## src/hdl/serial_port_pkg.sv

```systemverilog
// serial port package: frame layout, timing defaults, carrier structs
// assumes a single 100 MHz system clock and synchronous active-high reset
// Functional notes
// transmit line idles high, disabled, loopback
// transmit lsb first, on serial clock fall
// receive assembled lsb first
// receive line change restarts stopped clock
// clear-to-send grants start of transmission
// request-to-send automatic or by queue level
// one low start, one high stop; the transmitter sends two stop bits when the last data bit is low
package serial_port_pkg;
  localparam int DATA_BITS = 8;
  localparam int CLK_HZ = 100_000_000;
  localparam int BAUD_DEFAULT = 115_200;
  localparam int OVERSAMPLE = 16;
  localparam int HALF_OVERSAMPLE = OVERSAMPLE / 2;
  localparam int QUEUE_DEPTH = 8;
  localparam int RTS_HIGH_WATER = 6;
  localparam logic LINE_MARK = 1'b1;
  localparam logic LINE_SPACE = 1'b0;

  typedef struct packed {
    logic enable;
    logic loopback;
    logic rts_by_level;
    logic rts_manual;
    logic clk_stop_req;
  } serial_cfg_t;

  typedef struct packed {
    logic tx_busy;
    logic rx_frame_err;
    logic clk_running;
    logic rx_overrun;
  } serial_stat_t;

  typedef enum logic [1:0] {TX_IDLE, TX_START, TX_DATA, TX_STOP} tx_state_t;
  typedef enum logic [1:0] {RX_IDLE, RX_START, RX_DATA, RX_STOP} rx_state_t;
endpackage : serial_port_pkg

```

## src/hdl/sync_fifo.sv

```systemverilog
// synchronous fifo with valid/ready on both sides
// assumes one clock; write and read may happen in the same cycle
`timescale 1ns/10ps
`default_nettype none
module sync_fifo #(
  parameter int WIDTH = 8,
  parameter int DEPTH = 8
) (
  input wire logic i_clk_sys,
  input wire logic i_rst,
  input wire logic [WIDTH-1:0] i_wr_data,
  input wire logic i_wr_valid,
  output logic o_wr_ready,
  output logic [WIDTH-1:0] o_rd_data,
  output logic o_rd_valid,
  input wire logic i_rd_ready,
  output logic [$clog2(DEPTH+1)-1:0] o_level
);
  localparam int AW = $clog2(DEPTH);
  localparam int CW = $clog2(DEPTH+1);
  logic [WIDTH-1:0] mem [DEPTH];
  logic [AW-1:0] wr_ptr_reg;
  logic [AW-1:0] rd_ptr_reg;
  logic [CW-1:0] count_reg;
  logic do_wr;
  logic do_rd;

  assign o_wr_ready = (count_reg != CW'(DEPTH));
  assign o_rd_valid = (count_reg != '0);
  assign do_wr = i_wr_valid && o_wr_ready;
  assign do_rd = o_rd_valid && i_rd_ready;
  assign o_rd_data = mem[rd_ptr_reg];
  assign o_level = count_reg;

  always_ff @(posedge i_clk_sys) begin
    if (do_wr) begin
      mem[wr_ptr_reg] <= i_wr_data;
    end
  end

  always_ff @(posedge i_clk_sys) begin
    if (i_rst) begin
      wr_ptr_reg <= '0;
      rd_ptr_reg <= '0;
      count_reg <= '0;
    end else begin
      if (do_wr) begin
        wr_ptr_reg <= (wr_ptr_reg == AW'(DEPTH-1)) ? '0 : wr_ptr_reg + 1'b1;
      end
      if (do_rd) begin
        rd_ptr_reg <= (rd_ptr_reg == AW'(DEPTH-1)) ? '0 : rd_ptr_reg + 1'b1;
      end
      if (do_wr && !do_rd) begin
        count_reg <= count_reg + 1'b1;
      end else if (do_rd && !do_wr) begin
        count_reg <= count_reg - 1'b1;
      end
    end
  end
endmodule : sync_fifo
`default_nettype wire

```

## src/hdl/async_serial_port.sv

```systemverilog
// asynchronous serial port: transmitter, receiver, receive queue, handshake pins
// assumes serial pins asynchronous to i_clk_sys; config pins are on i_clk_sys
`timescale 1ns/10ps
`default_nettype none
module async_serial_port
  import serial_port_pkg::*;
#(
  parameter int BAUD = BAUD_DEFAULT,
  parameter int DEPTH = QUEUE_DEPTH,
  parameter int HIGH_WATER = RTS_HIGH_WATER
) (
  input wire logic i_clk_sys,
  input wire logic i_rst,
  input wire serial_port_pkg::serial_cfg_t i_cfg,
  input wire logic [DATA_BITS-1:0] i_tx_data,
  input wire logic i_tx_valid,
  output logic o_tx_ready,
  output logic [DATA_BITS-1:0] o_rx_data,
  output logic o_rx_valid,
  input wire logic i_rx_ready,
  input wire logic i_serial_rx_line,
  input wire logic i_clear_to_send_in_n,
  output logic o_serial_tx_line,
  output logic o_request_to_send_out_n,
  output serial_port_pkg::serial_stat_t o_status
);
  import serial_port_pkg::*;

  localparam int TICK_DIV = CLK_HZ / (BAUD * OVERSAMPLE);
  localparam int TW = $clog2(TICK_DIV + 1);
  localparam int BW = $clog2(DATA_BITS);
  localparam int CW = $clog2(DEPTH + 1);
  localparam int PW = $clog2(OVERSAMPLE);

  // pin synchronisers
  logic rx_meta_reg;
  logic rx_sync_reg;
  logic rx_prev_reg;
  logic cts_meta_reg;
  logic cts_sync_reg;
  always_ff @(posedge i_clk_sys) begin
    if (i_rst) begin
      rx_meta_reg <= LINE_MARK;
      rx_sync_reg <= LINE_MARK;
      rx_prev_reg <= LINE_MARK;
      cts_meta_reg <= 1'b1;
      cts_sync_reg <= 1'b1;
    end else begin
      rx_meta_reg <= i_serial_rx_line;
      rx_sync_reg <= rx_meta_reg;
      rx_prev_reg <= rx_sync_reg;
      cts_meta_reg <= i_clear_to_send_in_n;
      cts_sync_reg <= cts_meta_reg;
    end
  end

  // port clock gate: stop on request, restart on any receive edge
  logic clk_run_reg;
  logic rx_edge;
  assign rx_edge = rx_sync_reg != rx_prev_reg;
  always_ff @(posedge i_clk_sys) begin
    if (i_rst) begin
      clk_run_reg <= 1'b1;
    end else if (rx_edge) begin
      clk_run_reg <= 1'b1;
    end else if (i_cfg.clk_stop_req) begin
      clk_run_reg <= 1'b0;
    end
  end

  // oversample tick, frozen while the port clock is stopped
  logic [TW-1:0] div_reg;
  logic tick;
  assign tick = clk_run_reg && (div_reg == TW'(TICK_DIV - 1));
  always_ff @(posedge i_clk_sys) begin
    if (i_rst || !clk_run_reg || tick) begin
      div_reg <= '0;
    end else begin
      div_reg <= div_reg + 1'b1;
    end
  end

  // transmitter; line changes when phase wraps, i.e. serial clock falling edge
  tx_state_t tx_state_reg;
  logic [DATA_BITS-1:0] tx_shift_reg;
  logic [BW-1:0] tx_bit_reg;
  logic [PW-1:0] tx_phase_reg;
  logic tx_line_reg;
  logic tx_fall;
  logic tx_start_ok;
  assign tx_fall = tick && (tx_phase_reg == PW'(OVERSAMPLE - 1));
  assign tx_start_ok = i_cfg.enable && !i_cfg.loopback && !cts_sync_reg;
  assign o_tx_ready = (tx_state_reg == TX_IDLE) && tx_start_ok;
  always_ff @(posedge i_clk_sys) begin
    if (i_rst) begin
      tx_state_reg <= TX_IDLE;
      tx_shift_reg <= '0;
      tx_bit_reg <= '0;
      tx_phase_reg <= '0;
      tx_line_reg <= LINE_MARK;
    end else begin
      if (tick) begin
        tx_phase_reg <= tx_phase_reg + 1'b1;
      end
      case (tx_state_reg)
        TX_IDLE: begin
          tx_line_reg <= LINE_MARK;
          if (i_tx_valid && o_tx_ready) begin
            tx_shift_reg <= i_tx_data;
            tx_state_reg <= TX_START;
          end
        end
        TX_START: begin
          if (tx_fall) begin
            tx_line_reg <= LINE_SPACE;
            tx_bit_reg <= '0;
            tx_state_reg <= TX_DATA;
          end
        end
        TX_DATA: begin
          if (tx_fall) begin
            tx_line_reg <= tx_shift_reg[0];
            tx_shift_reg <= tx_shift_reg >> 1;
            tx_bit_reg <= tx_bit_reg + 1'b1;
            if (tx_bit_reg == BW'(DATA_BITS - 1)) begin
              tx_state_reg <= TX_STOP;
            end
          end
        end
        TX_STOP: begin
          if (tx_fall) begin
            if (tx_line_reg == LINE_MARK && tx_bit_reg == '0) begin
              tx_state_reg <= TX_IDLE;
            end
            tx_line_reg <= LINE_MARK;
            tx_bit_reg <= '0;
          end
        end
        default: tx_state_reg <= TX_IDLE;
      endcase
    end
  end
  // pin register; loopback keeps the pin at mark and feeds the receiver internally
  logic tx_pin_reg;
  always_ff @(posedge i_clk_sys) begin
    if (i_rst) begin
      tx_pin_reg <= LINE_MARK;
    end else if (i_cfg.loopback || !i_cfg.enable) begin
      tx_pin_reg <= LINE_MARK;
    end else begin
      tx_pin_reg <= tx_line_reg;
    end
  end
  assign o_serial_tx_line = tx_pin_reg;

  // receiver
  logic rx_in;
  assign rx_in = i_cfg.loopback ? tx_line_reg : rx_sync_reg;
  rx_state_t rx_state_reg;
  logic [DATA_BITS-1:0] rx_shift_reg;
  logic [BW-1:0] rx_bit_reg;
  logic [PW-1:0] rx_phase_reg;
  logic rx_push_reg;
  logic rx_ferr_reg;
  logic rx_ovr_reg;
  logic q_wr_ready;
  logic [CW-1:0] q_level;
  always_ff @(posedge i_clk_sys) begin
    if (i_rst) begin
      rx_state_reg <= RX_IDLE;
      rx_shift_reg <= '0;
      rx_bit_reg <= '0;
      rx_phase_reg <= '0;
      rx_push_reg <= 1'b0;
      rx_ferr_reg <= 1'b0;
      rx_ovr_reg <= 1'b0;
    end else begin
      rx_push_reg <= 1'b0;
      if (rx_push_reg && !q_wr_ready) begin
        rx_ovr_reg <= 1'b1;
      end
      case (rx_state_reg)
        RX_IDLE: begin
          rx_phase_reg <= '0;
          if (i_cfg.enable && rx_in == LINE_SPACE) begin
            rx_state_reg <= RX_START;
          end
        end
        RX_START: begin
          if (tick) begin
            rx_phase_reg <= rx_phase_reg + 1'b1;
            if (rx_phase_reg == PW'(HALF_OVERSAMPLE - 1)) begin
              rx_phase_reg <= '0;
              rx_bit_reg <= '0;
              rx_state_reg <= (rx_in == LINE_SPACE) ? RX_DATA : RX_IDLE;
            end
          end
        end
        RX_DATA: begin
          if (tick) begin
            rx_phase_reg <= rx_phase_reg + 1'b1;
            if (rx_phase_reg == PW'(OVERSAMPLE - 1)) begin
              rx_shift_reg <= {rx_in, rx_shift_reg[DATA_BITS-1:1]};
              rx_bit_reg <= rx_bit_reg + 1'b1;
              if (rx_bit_reg == BW'(DATA_BITS - 1)) begin
                rx_state_reg <= RX_STOP;
              end
            end
          end
        end
        RX_STOP: begin
          if (tick) begin
            rx_phase_reg <= rx_phase_reg + 1'b1;
            if (rx_phase_reg == PW'(OVERSAMPLE - 1)) begin
              rx_ferr_reg <= (rx_in != LINE_MARK);
              rx_push_reg <= (rx_in == LINE_MARK);
              rx_state_reg <= RX_IDLE;
            end
          end
        end
        default: rx_state_reg <= RX_IDLE;
      endcase
    end
  end

  sync_fifo #(
    .WIDTH(DATA_BITS),
    .DEPTH(DEPTH)
  ) u_receive_queue (
    .i_clk_sys(i_clk_sys),
    .i_rst(i_rst),
    .i_wr_data(rx_shift_reg),
    .i_wr_valid(rx_push_reg),
    .o_wr_ready(q_wr_ready),
    .o_rd_data(o_rx_data),
    .o_rd_valid(o_rx_valid),
    .i_rd_ready(i_rx_ready),
    .o_level(q_level)
  );

  // request-to-send, active low: manual or while transmitting, or by receive queue level
  logic rts_n_reg;
  always_ff @(posedge i_clk_sys) begin
    if (i_rst) begin
      rts_n_reg <= 1'b1;
    end else if (i_cfg.rts_by_level) begin
      rts_n_reg <= (q_level >= CW'(HIGH_WATER));
    end else begin
      rts_n_reg <= !(i_cfg.rts_manual || (tx_state_reg != TX_IDLE));
    end
  end
  assign o_request_to_send_out_n = rts_n_reg;

  assign o_status = '{
    tx_busy: (tx_state_reg != TX_IDLE),
    rx_frame_err: rx_ferr_reg,
    clk_running: clk_run_reg,
    rx_overrun: rx_ovr_reg
  };
endmodule : async_serial_port
`default_nettype wire

```

## config.mk

```make
export PLATFORM = sky130hd
export DESIGN_NAME = async_serial_port
export DESIGN_NICKNAME = d
export VERILOG_FILES = /design/src/hdl/serial_port_pkg.sv /design/src/hdl/sync_fifo.sv /design/src/hdl/async_serial_port.sv
export SDC_FILE = /design/constraint.sdc
export NUM_CORES = 1
export LEC_CHECK = 0
export ABC_CLOCK_PERIOD_IN_PS = 3540
export BUFFER_PORTS_ARGS = -buffer_cell sky130_fd_sc_hd__buf_2
export CORE_ASPECT_RATIO = 1.1
export CORE_MARGIN = 10
export CORE_UTILIZATION = 43
export CTS_CLUSTER_SIZE = 12
export DETAILED_ROUTE_END_ITERATION = 7
export PLACE_DENSITY = 0.57
export SLEW_MARGIN = 10
export SYNTH_ARGS = -nofsm -noshare
export SYNTH_HDL_FRONTEND = slang
export SYNTH_SLANG_ARGS = --single-unit
```

## constraint.sdc

```tcl
create_clock -name i_clk_sys -period 3.54 [get_ports i_clk_sys]
set_input_delay 0.354 -clock i_clk_sys [delete_from_list [all_inputs] [get_ports i_clk_sys]]
set_output_delay 0.354 -clock i_clk_sys [all_outputs]
set_load 0.05 [all_outputs]
```

==> results by stage <==
STA:
- The final period utilization is 76.30%.
- The worst hold margin is 0.1276 ns.
- Setup slack on the critical path of the routed design comes to 0.8390 ns.
- The minimum clock period is 2.701 ns.
- The final-report max-slew violation count was 0.
- Clock skew on the completed layout was measured at 0.008766 ns.
- The remaining max-slew budget at the tightest pin is 34.27%.
- The actual slew at the worst max-slew pin is 0.9860 ns.
- After routing, the total negative slack on setup checks comes to 0 ns.
- Setup repair after global routing left no endpoint under its margin.
- For this run, the top clock speed supported by timing is 0.3702 GHz.
- The count of final setup violators is 0.
- The total count of hold-check failures in the final report is 0.

Setup path:
- The worst setup path is captured at a flip-flop.
- For the worst setup path, the data arrival time is 2.99 ns.
- Of all nets on the critical path, the largest fanout is 5.
- The start point of the critical path is u_receive_queue.o_level[0].
- The launching point of the worst reg2reg path is u_receive_queue.o_level[0].
- The critical path start-end classification is reg -> reg.
- For the worst setup path, the data required time is 3.83 ns.
- The category of the worst setup path launch point is a flip-flop.

Floorplanning:
- In this run the horizontal extent of the chip is 128.2 um.
- The die footprint is 17,820 um2.
- The effective utilization at floorplan is 43.97%.
- 35 I/O pins were placed.
- The die height is 139.0 um.
- The standard cell core area is 12,590 um2.
- After floorplanning, the core was divided into 43 placement rows.

Yosys:
- The cell accounting for the most synthesized area is sky130_fd_sc_hd__edfxtp_1.
- The instance count of the mapped netlist is 430.
- During synthesis, Yosys emitted a total of 0 warnings.
- The synthesized netlist contains 57 unique library cells.
- Synthesis inferred 129 register bits.
- The area fraction of the dominant cell type after synthesis is 34.72%.
- Of all flip-flops after synthesis, the portion carrying an async set or reset was 0%.
- In the synthesized netlist the dominant register cell turns out to be sky130_fd_sc_hd__dfxtp_1.
- The synthesized net count is 471.
- After synthesis the cells add up to 5535 um2.
- The share of the Yosys chip area taken by registers is 58.23%.
- A synthesized cell averages 12.87 um2.
- The synthesized design contains 64 enable-type register cells.
- Ranked by total cell area, the synthesized netlist is headed by sky130_fd_sc_hd__edfxtp_1 35%, sky130_fd_sc_hd__dfxtp_1 24%, sky130_fd_sc_hd__mux4_2 6.5%, sky130_fd_sc_hd__ha_1 4.7%, sky130_fd_sc_hd__mux2i_1 4.0%.

Placed design:
- Counting tap cells, the placed design contains a total of 603 instances.
- The cell area after placement is 5849 um2.
- Before CTS, the worst setup slack after placement is 0.8402 ns.
- The count of buffers from port buffering is 34.
- The post-detailed-placement half-perimeter wirelength is 6.963 mm.
- The final weighted congestion in routability-driven placement is 0.7697.

GRT:
- The global-route usage over all layers is 12.30%.
- The leftover overflow at the end of global routing is 0.
- The largest net degree at the start of global routing is 56.
- The number of global-route vias before repair is 3,447.
- The wire length of the first global-routing pass is 17.41 mm.
- The number of antenna violations at the first check in global routing is 0.

Cells and area:
- The most common cell after layout, fill and taps aside is sky130_fd_sc_hd__dfxtp_1.
- The number of flip-flops under the largest register name is 64.
- The area of the multi-input gates is 2162 um2.
- For this run, the number of standard cells in the final layout without fillers is 634.
- The register area is 3223 um2.
- In the layout the commonest cells are 65 x sky130_fd_sc_hd__dfxtp_1, 64 x sky130_fd_sc_hd__edfxtp_1, 34 x sky130_fd_sc_hd__nor2_1, 34 x sky130_fd_sc_hd__buf_2, 25 x sky130_fd_sc_hd__nand2_1.
- In the final layout, the share of cells above drive strength 1 is 21.59%.
- The antenna diode instance count is 0.
- The number of nets in the final layout is 506.
- Once layout is complete, the utilization of the core stands at 50.84%.
- The cell area after layout is 6401 um2.
- The layout overhead on the synthesized area is 15.64%.
- The filler cell count is 1,126.

Hold path:
- The worst min-delay path class is in -> reg.
- In this run the most critical hold path is launched from i_clear_to_send_in_n.

Clock tree:
- The clock latency of the later-clocked register in the worst-skew pair is 0.41 ns.
- The cts-stage hold buffer count is 0.
- The number of clock sinks seen by CTS is 129.
- The clock-pin transition on the worst setup and hold timing paths is 0.05 ns.
- Post-CTS repair changed the size of 0 cells.
- TritonCTS built the clock tree.
- CTS built an H-tree with a depth of 4.
- The number of CTS-inserted buffers is 17.
- The maximum buffer depth of the clock tree is 2.
- In this run the clock root is driven by a sky130_fd_sc_hd__clkbuf_16.
- The post-CTS setup buffer count is 0.

Outcome:
- The run finished with clean final reports.

Drt:
- Using the TritonRoute via totals, the vias-per-cell ratio works out to 5.330.
- The detailed router placed 3,379 vias in this run.
- After the first detailed-routing iteration, the DRC count stood at 176.
- The mean routed wirelength per cell is 16.70 um.
- The remaining antenna violation count is 0.
- After detailed routing, the number of remaining DRC violations is 0.
- After detailed routing, the total wire length is 10.59 mm.
- The detailed-router iteration count before antenna repair is 4.

Power:
- The static leakage power is 2.313 nW.
- The overall power after layout is 3.626 mW.
- The cell area power density is 566.4 nW/um2.
- The maximum vdd ir drop is 0.2749 mV.

Run:
- The tool flagged a number of max-cap violations equal to 0.
-- synth_stat cells (all sizes together) (2+ instances only) --
library cell	n
a211o	3
a21o	2
a21oi	24
a311oi	8
a31o	3
a31oi	3
and3	3
buf	15
clkbuf	10
dfxtp	65
edfxtp	64
ha	21
inv	12
mux2	9
mux2i	22
mux4	16
nand2	25
nand2b	6
nand3	14
nand3b	5
nand4b	3
nor2	34
nor2b	3
nor3	11
nor4	4
nor4b	2
or2	6
or3	5
xnor2	6
xor2	6
-- final timing paths --
path	endpoint	slack (ns)	cells past startpoint
worst max-delay path	u_receive_queue.o_level[3]	0.84	9
worst min-delay path	cts_meta_reg	0.13	2
worst max register to register	u_receive_queue.o_level[3]	0.84	9
worst min register to register	rx_sync_reg	0.41	1
-- critical path, cell delays in order (launching register included) --
cell                      delay, ns
sky130_fd_sc_hd__dfxtp_1       0.36
sky130_fd_sc_hd__or4_1         0.60
sky130_fd_sc_hd__nand2_1       0.18
sky130_fd_sc_hd__ha_1          0.19
sky130_fd_sc_hd__inv_1         0.09
sky130_fd_sc_hd__ha_1          0.29
sky130_fd_sc_hd__a21o_1        0.18
sky130_fd_sc_hd__a21oi_1       0.17
sky130_fd_sc_hd__mux2i_1       0.21
sky130_fd_sc_hd__mux2_1        0.32
-- layout make-up --
| type | instances | area share (%) |
|---|---|---|
| flip-flops and latches | 129 | 50.35 |
| multi-input cells | 264 | 33.78 |
| clock buffers | 19 | 6.763 |
| repair buffers | 41 | 3.479 |
| well taps | 157 | 3.069 |
| clock inverters | 12 | 1.857 |
| inverters | 12 | 0.7037 |
-- metal layers --
layer / up-vias / wire length (um) / global-route usage (%)
met5: - / 0 / 0
met4: 0 / 202 / 6.168
met3: 18 / 390 / 3.480
met2: 62 / 5392 / 20.65
met1: 1625 / 4601 / 13.83
li1: 1674 / - / -
-- cells by family after synthesis --
family,synth area share [%]
buf+inv,3.006
mux,12.32
flops,58.23
compound gates,7.505
simple gates,11.94
xor+xnor,1.899
fa+ha+maj,5.108
-- where the power goes --
| part | total [mW] | internal [mW] | switching [mW] |
|---|---|---|---|
| Combinational | 0.345 | 0.131 | 0.214 |
| Clock | 1.63 | 1.02 | 0.607 |
| Sequential | 1.65 | 1.61 | 0.0425 |
Power figures use the tool's default switching activity.
